===== config.mk =====
export PLATFORM = sky130hd
export DESIGN_NAME = cpw_pwm_top
export DESIGN_NICKNAME = d
export VERILOG_FILES = /design/src/core/cpw_pkg.sv /design/src/core/cpw_reg_if.sv /design/src/core/cpw_apb_slave.sv /design/src/core/cpw_timebase.sv /design/src/core/cpw_pwm_top.sv
export SDC_FILE = /design/constraint.sdc
export NUM_CORES = 1
export LEC_CHECK = 0
export ABC_AREA = 1
export BUFFER_PORTS_ARGS = -buffer_cell sky130_fd_sc_hd__buf_2
export CAP_MARGIN = 20
export CORE_ASPECT_RATIO = 1.75
export CORE_MARGIN = 3
export CORE_UTILIZATION = 45
export CTS_CLUSTER_DIAMETER = 60
export DETAILED_ROUTE_END_ITERATION = 8
export PLACE_DENSITY_LB_ADDON = 0.1
export SYNTH_ARGS = -nofsm -noshare
export SYNTH_HDL_FRONTEND = slang
export SYNTH_SLANG_ARGS = --single-unit

===== constraint.sdc =====
create_clock -name pclk -period 4.4 [get_ports pclk]
set_clock_uncertainty 0.05 [all_clocks]
set_input_delay 0.88 -clock pclk [delete_from_list [all_inputs] [get_ports pclk]]
set_output_delay 0.88 -clock pclk [all_outputs]
set_load 0.02 [all_outputs]

===== src/core/cpw_pkg.sv =====
// shared constants and types for the pwm time base and duty block
package cpw_pkg;
  // structure
  localparam int NTMR = 4;
  localparam int NCH = 2;
  localparam int DUTY_W = 10;
  localparam int TSEL_W = 2;
  // clock: pclk is the oscillator, one instruction cycle is four of its periods
  localparam int FOSC_MHZ = 50;
  localparam int OSC_PER_TCY = 4;
  localparam logic [1:0] Q_LAST = 2'(OSC_PER_TCY - 1);
  // register byte addresses
  localparam logic [7:0] ADDR_TSEL = 8'h00;
  localparam logic [7:0] ADDR_TMR_BASE = 8'h10;
  localparam logic [7:0] TMR_STRIDE = 8'h08;
  localparam logic [7:0] TMR_CTRL_OFS = 8'h00;
  localparam logic [7:0] TMR_PER_OFS = 8'h04;
  localparam logic [7:0] ADDR_CH_BASE = 8'h40;
  localparam logic [7:0] CH_STRIDE = 8'h10;
  localparam logic [7:0] CH_CTRL_OFS = 8'h00;
  localparam logic [7:0] CH_HIGH_OFS = 8'h04;
  localparam logic [7:0] CH_LOW_OFS = 8'h08;
  localparam logic [7:0] CH_STAT_OFS = 8'h0c;
  // field positions
  localparam int TCTL_ON_BIT = 0;
  localparam int TCTL_PS_LSB = 1;
  localparam int TCTL_CNT_LSB = 8;
  localparam int CCTL_EN_BIT = 0;
  localparam int CCTL_FMT_BIT = 1;
  localparam int STAT_PIN_BIT = 0;
  localparam int STAT_BUF_LSB = 8;
  // prescale codes and their instruction-cycle limits
  localparam logic [1:0] PS_1 = 2'h0;
  localparam logic [1:0] PS_4 = 2'h1;
  localparam logic [1:0] PS_16 = 2'h2;
  localparam logic [1:0] PS_64 = 2'h3;
  localparam logic [5:0] PRE_LIM_1 = 6'h00;
  localparam logic [5:0] PRE_LIM_4 = 6'h03;
  localparam logic [5:0] PRE_LIM_16 = 6'h0f;
  localparam logic [5:0] PRE_LIM_64 = 6'h3f;
  // reset values
  localparam logic [7:0] PER_RST = 8'hff;
  localparam logic [7:0] DUTY_RST = 8'h00;
  typedef logic [1:0] cpw_ps_t;
  typedef logic [7:0] cpw_byte_t;
  typedef logic [DUTY_W-1:0] cpw_duty_t;
endpackage : cpw_pkg


===== src/core/cpw_reg_if.sv =====
// register access path between the apb slave and the register file
`timescale 1ns/1ns
interface cpw_reg_if;
  logic wr_en;
  logic [7:0] addr;
  logic [31:0] wdata;
  logic [31:0] rdata;
  logic hit;
  modport slv (output wr_en, output addr, output wdata, input rdata, input hit);
  modport regs (input wr_en, input addr, input wdata, output rdata, output hit);
endinterface : cpw_reg_if


===== src/core/cpw_apb_slave.sv =====
// apb slave with one wait state, feeding the register file
`timescale 1ns/1ns
module cpw_apb_slave
  import cpw_pkg::*;
(
  // clock and reset
  input wire logic pclk,
  input wire logic presetn,
  // apb
  input wire logic psel,
  input wire logic penable,
  input wire logic pwrite,
  input wire logic [7:0] paddr,
  input wire logic [31:0] pwdata,
  output logic [31:0] prdata,
  output logic pready,
  output logic pslverr,
  // register file side
  cpw_reg_if.slv rif
);
  typedef enum logic [1:0] {APB_IDLE = 2'b00, APB_DONE = 2'b01} cpw_apb_state_t;
  typedef struct packed {
    cpw_apb_state_t state;
    logic ready;
    logic err;
    logic [31:0] rdata;
  } cpw_apb_st_t;
  cpw_apb_st_t st_r, st_nxt;

  // the write lands on the edge where the master sees pready
  assign rif.wr_en = (st_r.state == APB_DONE) && psel && penable && pwrite && rif.hit;
  assign rif.addr = paddr;
  assign rif.wdata = pwdata;
  assign prdata = st_r.rdata;
  assign pready = st_r.ready;
  assign pslverr = st_r.err;

  // read data is sampled one cycle ahead so every apb output is a flop
  always_comb begin
    st_nxt = st_r;
    case (st_r.state)
      APB_IDLE: begin
        st_nxt.ready = 1'b0;
        st_nxt.err = 1'b0;
        if (psel && penable) begin
          st_nxt.state = APB_DONE;
          st_nxt.ready = 1'b1;
          st_nxt.err = ~rif.hit;
          st_nxt.rdata = (pwrite || !rif.hit) ? 32'h0000_0000 : rif.rdata;
        end
      end
      APB_DONE: begin
        st_nxt.state = APB_IDLE;
        st_nxt.ready = 1'b0;
        st_nxt.err = 1'b0;
      end
      default: begin
        st_nxt.state = APB_IDLE;
        st_nxt.ready = 1'b0;
      end
    endcase
  end

  always_ff @(posedge pclk or negedge presetn) begin
    if (!presetn) begin
      st_r <= '0;
    end else begin
      st_r <= st_nxt;
    end
  end
endmodule : cpw_apb_slave


===== src/core/cpw_timebase.sv =====
// four 8-bit auto-reload timers on fosc/4 with prescaler and 10-bit time base
`timescale 1ns/1ns
module cpw_timebase
  import cpw_pkg::*;
(
  // clock and reset
  input wire logic pclk,
  input wire logic presetn,
  // timer controls
  input wire logic [NTMR-1:0] tmr_on,
  input wire cpw_ps_t [NTMR-1:0] tmr_ps,
  input wire cpw_byte_t [NTMR-1:0] tmr_per,
  // time base
  output cpw_byte_t [NTMR-1:0] tmr_cnt,
  output logic [NTMR-1:0][1:0] tmr_low,
  output logic [NTMR-1:0] tmr_wrap
);
  typedef struct packed {
    logic [1:0] q;
    logic [NTMR-1:0][5:0] pre;
    cpw_byte_t [NTMR-1:0] cnt;
    logic [NTMR-1:0] wrap;
  } cpw_tb_st_t;
  cpw_tb_st_t st_r, st_nxt;
  logic [NTMR-1:0][5:0] pre_lim;

  // per-timer prescale limit and low-order time base bits
  for (genvar i = 0; i < NTMR; i++) begin : g_tmr
    assign pre_lim[i] = (tmr_ps[i] == PS_1) ? PRE_LIM_1 : (tmr_ps[i] == PS_4) ? PRE_LIM_4 :
                        (tmr_ps[i] == PS_16) ? PRE_LIM_16 : PRE_LIM_64;
    // oscillator phase at 1:1, prescaler bits otherwise
    assign tmr_low[i] = (tmr_ps[i] == PS_1) ? st_r.q : (tmr_ps[i] == PS_4) ? st_r.pre[i][1:0] :
                        (tmr_ps[i] == PS_16) ? st_r.pre[i][3:2] : st_r.pre[i][5:4];
    assign tmr_cnt[i] = st_r.cnt[i];
    assign tmr_wrap[i] = st_r.wrap[i];
  end

  // count instruction cycles; no postscaler exists, so the period only sees per and prescale
  always_comb begin
    st_nxt = st_r;
    st_nxt.q = st_r.q + 2'h1;
    st_nxt.wrap = '0;
    for (int i = 0; i < NTMR; i++) begin
      if (tmr_on[i] && (st_r.q == Q_LAST)) begin
        if (st_r.pre[i] >= pre_lim[i]) begin
          st_nxt.pre[i] = '0;
          if (st_r.cnt[i] == tmr_per[i]) begin
            st_nxt.cnt[i] = '0;
            st_nxt.wrap[i] = 1'b1;
          end else begin
            st_nxt.cnt[i] = st_r.cnt[i] + 8'h01;
          end
        end else begin
          st_nxt.pre[i] = st_r.pre[i] + 6'h01;
        end
      end
    end
  end

  always_ff @(posedge pclk or negedge presetn) begin
    if (!presetn) begin
      st_r <= '0;
    end else begin
      st_r <= st_nxt;
    end
  end
endmodule : cpw_timebase


===== src/core/cpw_pwm_top.sv =====
// pwm channels with selectable timer time base and double-buffered 10-bit duty
// Notes on behaviour
// - each channel picks its own time base from four 8-bit reload timers
// - a software timer-select register routes a timer to each channel
// - period is (period value + 1) times four oscillator periods times prescale
// - count equal to period clears the count on the next increment
// - pin goes high at each period start of an enabled channel unless buffered duty is zero
// - duty pair is copied into a 10-bit buffer at each period start of an enabled channel
// - no postscaler takes part in the period
// - format 0: top two duty bits from high<1:0>, low eight from low
// - format 1: bottom two duty bits from low<7:6>, top eight from high
// - duty writes any time, applied only at the next period boundary
// - high time is duty value times oscillator period times prescale
// - duty ratio is duty over 4(period+1); larger duty stays high
// - 10-bit time base is count plus phase or prescaler low bits
// - time base equal to buffered duty drives the pin low
`timescale 1ns/1ns
module cpw_pwm_top
  import cpw_pkg::*;
(
  // clock and reset
  input wire logic pclk,
  input wire logic presetn,
  // apb
  input wire logic psel,
  input wire logic penable,
  input wire logic pwrite,
  input wire logic [7:0] paddr,
  input wire logic [31:0] pwdata,
  output logic [31:0] prdata,
  output logic pready,
  output logic pslverr,
  // pwm pins
  output logic [cpw_pkg::NCH-1:0] pwm_output_pin
);
  import cpw_pkg::*;

  typedef struct packed {
    logic [NCH-1:0][TSEL_W-1:0] tsel;
    logic [NTMR-1:0] tmr_on;
    cpw_ps_t [NTMR-1:0] tmr_ps;
    cpw_byte_t [NTMR-1:0] tmr_per;
    logic [NCH-1:0] ch_en;
    logic [NCH-1:0] fmt;
    cpw_byte_t [NCH-1:0] dhi;
    cpw_byte_t [NCH-1:0] dlo;
    cpw_duty_t [NCH-1:0] dbuf;
    logic [NCH-1:0] pin;
  } cpw_top_st_t;
  cpw_top_st_t st_r, st_nxt;

  cpw_reg_if rif ();
  cpw_byte_t [NTMR-1:0] tmr_cnt;
  logic [NTMR-1:0][1:0] tmr_low;
  logic [NTMR-1:0] tmr_wrap;
  cpw_duty_t [NCH-1:0] duty_val;
  cpw_duty_t [NCH-1:0] tb;
  logic [NCH-1:0] wrap_sel;
  logic [31:0] rd_mux;
  logic rd_hit;

  // bus slave
  cpw_apb_slave u_apb (
    .pclk(pclk),
    .presetn(presetn),
    .psel(psel),
    .penable(penable),
    .pwrite(pwrite),
    .paddr(paddr),
    .pwdata(pwdata),
    .prdata(prdata),
    .pready(pready),
    .pslverr(pslverr),
    .rif(rif.slv)
  );

  // timers run on fosc/4 by construction, which is the only clock they accept
  cpw_timebase u_tmr (
    .pclk(pclk),
    .presetn(presetn),
    .tmr_on(st_r.tmr_on),
    .tmr_ps(st_r.tmr_ps),
    .tmr_per(st_r.tmr_per),
    .tmr_cnt(tmr_cnt),
    .tmr_low(tmr_low),
    .tmr_wrap(tmr_wrap)
  );

  // per channel: time base routing and duty assembly
  for (genvar j = 0; j < NCH; j++) begin : g_ch
    assign wrap_sel[j] = tmr_wrap[st_r.tsel[j]];
    assign tb[j] = {tmr_cnt[st_r.tsel[j]], tmr_low[st_r.tsel[j]]};
    assign duty_val[j] = st_r.fmt[j] ? {st_r.dhi[j], st_r.dlo[j][7:6]}
                                     : {st_r.dhi[j][1:0], st_r.dlo[j]};
  end

  // read decode; only the listed register addresses hit, all others answer with an error
  always_comb begin
    rd_mux = 32'h0000_0000;
    rd_hit = 1'b0;
    if (rif.addr == ADDR_TSEL) begin
      rd_hit = 1'b1;
      rd_mux[NCH*TSEL_W-1:0] = st_r.tsel;
    end
    for (int i = 0; i < NTMR; i++) begin
      if (rif.addr == ADDR_TMR_BASE + 8'(i) * TMR_STRIDE + TMR_CTRL_OFS) begin
        rd_hit = 1'b1;
        rd_mux[TCTL_ON_BIT] = st_r.tmr_on[i];
        rd_mux[TCTL_PS_LSB +: 2] = st_r.tmr_ps[i];
        rd_mux[TCTL_CNT_LSB +: 8] = tmr_cnt[i];
      end
      if (rif.addr == ADDR_TMR_BASE + 8'(i) * TMR_STRIDE + TMR_PER_OFS) begin
        rd_hit = 1'b1;
        rd_mux[7:0] = st_r.tmr_per[i];
      end
    end
    for (int j = 0; j < NCH; j++) begin
      if (rif.addr == ADDR_CH_BASE + 8'(j) * CH_STRIDE + CH_CTRL_OFS) begin
        rd_hit = 1'b1;
        rd_mux[CCTL_EN_BIT] = st_r.ch_en[j];
        rd_mux[CCTL_FMT_BIT] = st_r.fmt[j];
      end
      if (rif.addr == ADDR_CH_BASE + 8'(j) * CH_STRIDE + CH_HIGH_OFS) begin
        rd_hit = 1'b1;
        rd_mux[7:0] = st_r.dhi[j];
      end
      if (rif.addr == ADDR_CH_BASE + 8'(j) * CH_STRIDE + CH_LOW_OFS) begin
        rd_hit = 1'b1;
        rd_mux[7:0] = st_r.dlo[j];
      end
      if (rif.addr == ADDR_CH_BASE + 8'(j) * CH_STRIDE + CH_STAT_OFS) begin
        rd_hit = 1'b1;
        rd_mux[STAT_PIN_BIT] = st_r.pin[j];
        rd_mux[STAT_BUF_LSB +: DUTY_W] = st_r.dbuf[j];
      end
    end
  end

  assign rif.rdata = rd_mux;
  assign rif.hit = rd_hit;
  assign pwm_output_pin = st_r.pin;

  // register writes and pwm pin update
  always_comb begin
    st_nxt = st_r;
    if (rif.wr_en) begin
      if (rif.addr == ADDR_TSEL) begin
        st_nxt.tsel = rif.wdata[NCH*TSEL_W-1:0];
      end
      for (int i = 0; i < NTMR; i++) begin
        if (rif.addr == ADDR_TMR_BASE + 8'(i) * TMR_STRIDE + TMR_CTRL_OFS) begin
          st_nxt.tmr_on[i] = rif.wdata[TCTL_ON_BIT];
          st_nxt.tmr_ps[i] = rif.wdata[TCTL_PS_LSB +: 2];
        end
        if (rif.addr == ADDR_TMR_BASE + 8'(i) * TMR_STRIDE + TMR_PER_OFS) begin
          st_nxt.tmr_per[i] = rif.wdata[7:0];
        end
      end
      // duty registers take writes at any time; the pin sees them only at a period start, as they load dbuf
      for (int j = 0; j < NCH; j++) begin
        if (rif.addr == ADDR_CH_BASE + 8'(j) * CH_STRIDE + CH_CTRL_OFS) begin
          st_nxt.ch_en[j] = rif.wdata[CCTL_EN_BIT];
          st_nxt.fmt[j] = rif.wdata[CCTL_FMT_BIT];
        end
        if (rif.addr == ADDR_CH_BASE + 8'(j) * CH_STRIDE + CH_HIGH_OFS) begin
          st_nxt.dhi[j] = rif.wdata[7:0];
        end
        if (rif.addr == ADDR_CH_BASE + 8'(j) * CH_STRIDE + CH_LOW_OFS) begin
          st_nxt.dlo[j] = rif.wdata[7:0];
        end
      end
    end
    // time base advances prescale oscillator periods per lsb, so high time is duty times prescale
    for (int j = 0; j < NCH; j++) begin
      if (!st_r.ch_en[j]) begin
        st_nxt.pin[j] = 1'b0;
      end else if (wrap_sel[j]) begin
        st_nxt.dbuf[j] = duty_val[j];
        st_nxt.pin[j] = (duty_val[j] != '0);
      end else if (tb[j] == st_r.dbuf[j]) begin
        st_nxt.pin[j] = 1'b0;
      end
      // a duty beyond 4(period+1) never matches, so the pin stays high
    end
  end

  always_ff @(posedge pclk or negedge presetn) begin
    if (!presetn) begin
      st_r <= '0;
      st_r.tmr_per <= {NTMR{PER_RST}};
      st_r.dhi <= {NCH{DUTY_RST}};
      st_r.dlo <= {NCH{DUTY_RST}};
    end else begin
      st_r <= st_nxt;
    end
  end
endmodule : cpw_pwm_top


==> results of run 1 <==
cell type report:
class                      count  area, um^2  share of cell area [%]
clock inverter                 9       130.1                   1.058
timing repair buffer          57       364.1                   2.959
clock buffer                  23       498.0                   4.047
tap                          312       390.4                   3.173
inverter                     176       660.6                   5.369
multi-input combinational   1062        5492                   44.63
sequential                   189        4770                   38.76
power by group through the flow:
| stage | Combinational (mW) | Sequential (mW) | Clock [mW] |
|---|---|---|---|
| 6_report | 0.112 | 1.74 | 1.68 |
| 5_1_grt | 0.124 | 1.74 | 1.78 |
| 4_1_cts | 0.113 | 1.74 | 1.71 |
| 3_5_place_dp | 0.113 | 1.77 | 0 |
| 3_3_place_gp | 0.113 | 1.77 | 0 |
| 2_1_floorplan | 0.0473 | 1.78 | 0 |
critical path: stages:
cell and delay [ns]:
buf_2 0.11, inv_1 0.09, nand2_1 0.06, nor2_1 0.23, nand2_1 0.22, inv_1 0.33, nor3_1 0.09, nand4_1 0.30
nand2_2 0.18, inv_2 0.27, nand2_1 0.33, o21ai_0 0.28
synth_stat cells (9+ instances only):
cell / n
nand2_1: 369
o21ai_0: 176
inv_1: 172
dfrtp_1: 157
nor2_1: 93
a21oi_1: 70
nand3_1: 56
xor2_1: 48
o21ai_1: 39
buf_4: 38
clkbuf_1: 34
ha_1: 33
dfstp_2: 32
nor3_1: 26
o211ai_1: 23
nand4_1: 18
nor4_1: 15
o22ai_1: 12
xnor2_1: 9
metal layers:
layer,share of wire [%],global-route usage [%],vias to the layer above
li1,-,-,4910
met1,38,31.54,4823
met2,52,47.62,285
met3,4.0,3.650,84
met4,5.6,14.64,0
met5,0,0,-
cell families after synthesis:
group / count (synthesis)
XOR/XNOR: 57
multiplexers: 4
AO/OA/AOI/OAI: 350
adder cells (fa/ha/maj): 33
buffers and inverters: 256
flip-flops: 189
AND/OR/NAND/NOR: 604
other: 1
stage by stage:
step,power [mW],worst slack (ns)
2_1_floorplan,1.823,1.816
3_3_place_gp,1.887,0.9278
3_5_place_dp,1.887,0.8576
4_1_cts,3.561,1.337
5_1_grt,3.642,1.108
6_report,3.531,1.331
flip-flops by register name, indices dropped and copies added, names as in the netlist:
name and flops:
u_apb.pslverr 1, st_r 104, u_tmr.tmr_cnt 32, u_tmr.tmr_wrap 4
u_tmr.st_r 26, u_apb.st_r 1, pwm_output_pin 2, u_apb.prdata 18
u_apb.pready 1
worst max-delay path by stage:
stage                     slack, ns  startpoint       end
after floorplan                1.82    paddr[0]  st_r[44]
after global placement         0.93    paddr[5]  st_r[40]
after detailed placement       0.86    paddr[5]  st_r[28]
after CTS                      1.34    paddr[5]  st_r[28]
after global routing           1.11    paddr[1]  st_r[24]
final                          1.33    paddr[5]  st_r[28]
==> results.ini, run 1 <==
[clocking]
cts.repair.resized = 0
numCtsBuffers = 17
clock_latency_ns = 0.46
cts_num_sinks = 189
post_cts_buffers = 0
clkTransAtPathRegs_ns = 0.07
clk_path_buf_depth = 2
cts_root_buf = clkbuf_16
cts_tree = built
htree_levels = 4
hold_buffers = 0

[yosys]
synth_simple_gate_area_share_pct = 22.53
syn_area_um2 = 11350
synth_area_per_cell_um2 = 7.597
synth_top_family_by_area = simple AND/OR/NAND/NOR gates
synth_adder_area_share_pct = 3.638
syn-instance-count = 1494
synthArstFlopShare_pct = 100.0
ys_warn_count = 0
synth_edf_count = 0
synth_xor_area_share_pct = 4.399
synthMuxAreaShare_pct = 0.3969
synth_ff_type = dfrtp_1
ys_ff_latch = 189
synth_cell_types = 44
synth_area_leader_cell = dfrtp_1
ys_seq_area_share_pct = 42.02
synth_compound_area_share_pct = 16.96
ys_top_cells_by_area = dfrtp_1 35%, nand2_1 12%, o21ai_0 7.8%
yosys.area.top_type_share_pct = 34.62

[global_routing]
grt_pass1_wl_mm = 56.19
grtUsageTotal_pct = 27.03
grt_pass1_vias = 9721
grt_max_degree = 87
antenna_found_initial = 0
overflow = 0

[sta]
tns_ns = 0
slew_violations = 0
period_needed_ns = 3.069
finalHoldViolCount = 0
max-slew-margin-rel_pct = 43.12
worst_pin_slew_ns = 0.8532
setup_viol = 0
min_period_over_period_pct = 69.76
holdWs_ns = 0.4091
rsz0062_at_grt = false
clock.fmax_ghz = 0.3258

[pwr]
swShare_pct = 22.71
ir_drop_mv = 0.2674
p_sw_mw = 0.8019
p_int_mw = 2.729
clkPwrFrac_pct = 47.5
power_frac_comb_pct = 3.2
pwr_density_cell_nw_per_um2 = 287.0
p_leak_nw = 5.825
seqPwrFrac_pct = 49.3

[cells_and_area]
stdcell_count = 1828
final_cell_mix = 369 x nand2_1, 176 x o21ai_0, 172 x inv_1
design_area_um2 = 12300
drive_gt1_share_pct = 9.565
antenna_cells = 0
syn2layout_area_growth_pct = 8.411
fin_util_pct = 49.77
final_common_cell = nand2_1
fin_nets = 1581
fillCellCount = 2513

[detailed_routing]
via_per_inst = 5.526
drt_pre_antenna_iters = 5
drt_wl_total_mm = 36.12
ant_nets = 0
remaining_drc_errors = 0
drtIter0Drc = 798
wl_per_cell_um = 19.76
via_count = 10100

[floorplan]
dieWidth_um = 126.1
coreArea_um2 = 24720
start_util_pct = 45.91
ioPinCount = 81
fp.dieH_um = 216.1
num_rows = 76
die_area_um2 = 27240

[flow_run]
max_cap_violations = 0

[placed_design]
dp_cells = 1794
dp_hpwl_mm = 27.73
place.gp.congestion = 0.9824
placed_area_um2 = 11640
io_buffers = 42

[worst_setup_path]
cp.required_ns = 4.72
rr_worst_depth = 11
start_kind = input pin
rrSetupSlack_ns = 1.50
cp-end-kind = flop
r2r_end = u_tmr.tmr_cnt[31]
path_class = input pin to flop
path_max_fanout = 16
r2r_start = st_r[97]
critPathArrivalTime_ns = 3.39

[hold_path]
hp-class = input pin to async pin

[status]
run_status = complete, no violations

Note: power is estimated with default switching activity, not from simulation.
==> run 2, diff against run 1 <==
- clock period: 4.4 -> 2.56 ns (I/O delays scaled with it)
==> run 2 against run 1 <==
Against the previous run: the flow now finishes with violations (hold timing); hold slack got worse by 0.42 ns; via count increased by 2.7%; non-clock buffer count is 75 higher; setup slack got worse by 1.1 ns; global-route usage is 0.48 points higher; clock power up 68%; critical path type is now flop to flop.
==> results.ini, run 2 (synthesis results as in run 1) <==
[sta]
min_period_over_period_pct = 92.36
rsz0062_at_grt = true
period_needed_ns = 2.364
worst_slack_ns = 0.1957
holdWs_ns = -0.009087
finalHoldViolCount = 7
setup_viol = 0
max-slew-margin-rel_pct = 53.53
slew_violations = 0
worst_pin_slew_ns = 0.6963
clock.fmax_ghz = 0.4230

[floorplan]
num_rows = 76
die_area_um2 = 27240
start_util_pct = 45.91
fp.dieH_um = 216.1
ioPinCount = 81
coreArea_um2 = 24720
dieWidth_um = 126.1

[worst_setup_path]
path_class = flop to flop
cp.required_ns = 2.84
r2r_end = u_tmr.tmr_cnt[30]
rrSetupSlack_ns = 0.20
path_max_fanout = 7
start_kind = flop
cp-end-kind = flop
critPathArrivalTime_ns = 2.65
rr_worst_depth = 12
r2r_start = st_r[97]

[global_routing]
grt_pass1_wl_mm = 57.04
grt_pass1_vias = 10190
antenna_found_initial = 0
grtUsageTotal_pct = 27.51
overflow = 0
use_met2_pct = 47.72
grt_util_met3_pct = 3.970
grt_max_degree = 59
grt_use_met1_pct = 31.00
busiest_layer = met2

[clocking]
cts_num_sinks = 189
cts_root_buf = clkbuf_16
clock_latency_ns = 0.46
numCtsBuffers = 17
cts_tree = built
clkTransAtPathRegs_ns = 0.07
htree_levels = 4
clk_path_buf_depth = 2
hold_buffers = 0

[placed_design]
place.gp.congestion = 0.9979
io_buffers = 42
dp_hpwl_mm = 28.90
dp_slack_ns = 0.05302

[flow_run]
max_cap_violations = 0

[cells_and_area]
drive_gt1_share_pct = 14.77
syn2layout_area_growth_pct = 13.90
final_cell_mix = 367 x nand2_1, 176 x o21ai_0, 172 x inv_1
fin_nets = 1656
largest_register_ffs = 104
fillCellCount = 2505
top_register = st_r
antenna_cells = 0
final_common_cell = nand2_1

[detailed_routing]
via_count = 10370
wl_per_cell_um = 19.50
remaining_drc_errors = 0
drtIter0Drc = 617
drt_wl_total_mm = 37.10
ant_nets = 0
via_per_inst = 5.451
drt_pre_antenna_iters = 5

[hold_path]
hp-class = input pin to async pin

[pwr]
ir_drop_mv = 0.4032
pwr_density_cell_nw_per_um2 = 466.6
p_leak_nw = 6.179

[status]
violations = hold timing
run_status = finished, violations left

[run 2: cell count changes in the layout (fill, tap and decap cells not counted), moves of 3 or more]
cell	delta
nor3_2	+7
dfrtp_1	-4
clkbuf_1	+3
nor2_1	-4
nor3_1	-7
dfrtp_2	+4
buf_4	+73
nor2_2	+4
buf_12	+3
[run 2: worst max path at each step]
stage	start	to	slack, ns	depth (start not counted)
2_1_floorplan	st_r[97]	u_tmr.tmr_cnt[31]	0.14	13
6_report	st_r[97]	u_tmr.tmr_cnt[30]	0.20	12
3_3_place_gp	paddr[2]	u_apb.prdata[10]	0.02	10
5_1_grt	st_r[97]	u_tmr.tmr_cnt[31]	-0.02	12
3_5_place_dp	paddr[6]	u_apb.prdata[0]	0.05	15
4_1_cts	st_r[97]	u_tmr.tmr_cnt[30]	0.01	11
[run 2: cell type report]
type / instances / area (um^2) / area share [%]
multi-input combinational: 1062 / 5547 / 42.91
inverter: 176 / 660.6 / 5.110
tap: 312 / 390.4 / 3.020
timing repair buffer: 132 / 944.7 / 7.307
sequential: 189 / 4775 / 36.93
clock inverter: 8 / 128.9 / 0.9969
clock buffer: 24 / 481.7 / 3.726
[run 2: where the power goes]
part / total (mW) / leakage [nW] / internal, mW / switching, mW
Combinational: 0.208 / 3.45 / 0.0434 / 0.165
Clock: 2.83 / 0.295 / 1.62 / 1.21
Sequential: 2.99 / 2.44 / 2.99 / 0.00230
Total: 6.03 / 6.18 / 4.66 / 1.38
[run 2: critical path, cell delays in order (launching register included)]
cell and delay [ns]:
dfrtp_1 0.45, nand2_1 0.12, ha_1 0.32, nand2_1 0.07, inv_1 0.07, nand4_1 0.09, o2111ai_1 0.18, nand2_1 0.13
buf_4 0.18, nor3_2 0.19, nand4_1 0.15, xor2_1 0.17, nor2_1 0.06
[run 2: timing repair]
item | CTS | global route
endpoints found under the setup margin | 0 | 11
buffers inserted | 0 | 0
resized for setup | 0 | 18
[run 2: metal layers]
metal | wire [um] | share of wire [%] | up-vias
met5 | 0 | 0 | -
met4 | 2853 | 7.7 | 0
met3 | 1494 | 4.0 | 127
met2 | 18800 | 51 | 314
met1 | 13950 | 38 | 4863
li1 | - | - | 5069
[run 2: stage by stage]
| stage | utilization, % | area, um^2 | total power, mW | std cells | TNS (ns) |
|---|---|---|---|---|---|
| finish | 52.29 | 12930 | 6.032 | 1903 | 0 |
| global route | 52.29 | 12930 | 6.186 | 1903 | -0.02069 |
| CTS | 52.04 | 12870 | 6.083 | 1903 | 0 |
| detailed placement | 49.57 | 12260 | 3.262 | 1871 | 0 |
| global placement | 49.57 | 12260 | 3.261 | 1871 | 0 |
| floorplan | - | 11400 | 3.133 | 1507 | 0 |
==> run 3, diff against run 2 <==
- PLACE_DENSITY: unset -> 0.71
- PLACE_DENSITY_LB_ADDON: 0.1 -> unset
- clock period: 2.56 -> 3 ns (I/O delays scaled with it)
==> run 3 against run 2 <==
Against the previous run: the run now ends clean; final cell count down 2.7%; combinational power is 20% lower; sequential cell count did not move; via count down 2.2%; count of clock-buffer cells in the layout unchanged; hold slack better by 0.046 ns; sequential power down 15%; setup slack improved by 0.10 ns; maximum frequency decreased by 12%; critical endpoint is now u_tmr.tmr_cnt[23].
==> results.ini, run 3 (synthesis results as in run 1) <==
[cells_and_area]
final_cell_mix = 369 x nand2_1, 176 x o21ai_0, 171 x inv_1
antenna_cells = 0
top_register = st_r
fillCellCount = 2430
largest_register_ffs = 104
drive_gt1_share_pct = 10.78
multi_input_area_um2 = 5492
final_common_cell = nand2_1
fin_nets = 1605
regArea_um2 = 4770
syn2layout_area_growth_pct = 9.591

[flow_run]
max_cap_violations = 0

[floorplan]
coreArea_um2 = 24720
fp.dieH_um = 216.1
num_rows = 76
die_area_um2 = 27240
start_util_pct = 45.91
ioPinCount = 81
dieWidth_um = 126.1

[sta]
holdWs_ns = 0.03698
worst_pin_slew_ns = 0.7890
finalHoldViolCount = 0
max-slew-margin-rel_pct = 47.34
rsz0062_at_grt = false
slew_violations = 0
clock.fmax_ghz = 0.3702
min_period_over_period_pct = 90.03
setup_viol = 0
worst_slack_ns = 0.2990
tns_ns = 0
period_needed_ns = 2.701

[global_routing]
grt_pass1_wl_mm = 53.21
grtUsageTotal_pct = 25.45
grt_max_degree = 74
antenna_found_initial = 0
overflow = 0
grt_pass1_vias = 9851

[clocking]
numCtsBuffers = 17
cts_tree = built
clkTransAtPathRegs_ns = 0.07
clk_path_buf_depth = 2
cts_root_buf = clkbuf_16
htree_levels = 4
post_cts_buffers = 0
clock_latency_ns = 0.46
cts_num_sinks = 189

[detailed_routing]
remaining_drc_errors = 0
wl_per_cell_um = 18.54
met3WireLength_mm = 1.574
wl_met2_mm = 17.29
ant_nets = 0
dr.max_layer_used = met4
drt_pre_antenna_iters = 7
via_count = 10150
via_per_inst = 5.478
met1_length_mm = 12.78
drt_wl_total_mm = 34.35
drtIter0Drc = 726

[worst_setup_path]
cp-end-kind = flop
start_kind = flop
cp.required_ns = 3.29
r2r_start = st_r[95]
critPathArrivalTime_ns = 2.99
path_class = flop to flop
cp-startpoint = st_r[95]
path_max_fanout = 9

[placed_design]
dp_slack_ns = 0.1871
dp_hpwl_mm = 26.43
place.gp.congestion = 0.9987
io_buffers = 42

[pwr]
pwr_density_cell_nw_per_um2 = 402.6
power.total_mw = 5.008
ir_drop_mv = 0.4898
p_leak_nw = 5.900

[status]
run_status = complete, no violations

[hold_path]
hp-class = input pin to async pin

-- run 3: changes by cell type in the layout (fill, tap and decap cells not counted), moves of 2 or more --
cell	delta
dfrtp_2	-4
nand2_2	-2
buf_4	-50
nor3_1	+7
dfrtp_1	+4
nor2_1	+4
nor3_2	-7
clkinvlp_4	+2
nor2_2	-4
nand2_1	+2
-- run 3: cell type report --
type / count / area share, %
multi-input combinational: 1062 / 44.15
clock inverter: 8 / 0.8450
sequential: 189 / 38.35
tap: 312 / 3.139
inverter: 176 / 5.311
timing repair buffer: 81 / 4.416
clock buffer: 24 / 3.792
-- run 3: per-stage QoR --
| step | instances | utilization [%] | area [um^2] |
|---|---|---|---|
| global placement | 1820 | 47.98 | 11860 |
| floorplan | 1507 | - | 11400 |
| finish | 1852 | 50.31 | 12440 |
| global route | 1852 | 50.31 | 12440 |
| detailed placement | 1820 | 47.98 | 11860 |
| CTS | 1852 | 50.31 | 12440 |
-- run 3: timing repair --
action	CTS	global route
hold buffers	0	0
endpoints found under the setup margin	0	1
gates resized for setup	0	1
-- run 3: power by group --
group | total (mW) | switching [mW] | internal [mW]
Sequential | 2.55 | 0.00196 | 2.55
Clock | 2.29 | 1.01 | 1.28
Combinational | 0.166 | 0.136 | 0.0299
-- run 3: critical path: stages (launching register included) --
cell and delay (ns):
dfrtp_1 0.48, nor2_1 0.26, ha_1 0.29, inv_1 0.06, nor2_1 0.03, o211ai_1 0.20
nand3_1 0.12, nand2_1 0.24, clkinv_1 0.29, nand3_1 0.20, nor3_1 0.08, nand2_1 0.08
xor2_1 0.15, nor2_1 0.05
-- run 3: worst paths after layout --
check / end / slack, ns / depth (start not counted)
max: u_tmr.tmr_cnt[23] / 0.30 / 13
min: u_apb.pslverr / 0.04 / 1
max reg2reg: u_tmr.tmr_cnt[23] / 0.30 / 13
min reg2reg: u_apb.st_r[34] / 0.41 / 1
max in group asynchronous: st_r[79] / 2.09 / 2
min in group pclk: st_r[34] / 0.32 / 3
-- run 3: per-layer routing --
layer / up-vias / track usage (%)
met5: - / 0
met4: 0 / 18.29
met3: 122 / 4.217
met2: 336 / 44.29
met1: 4728 / 27.67
li1: 4960 / -
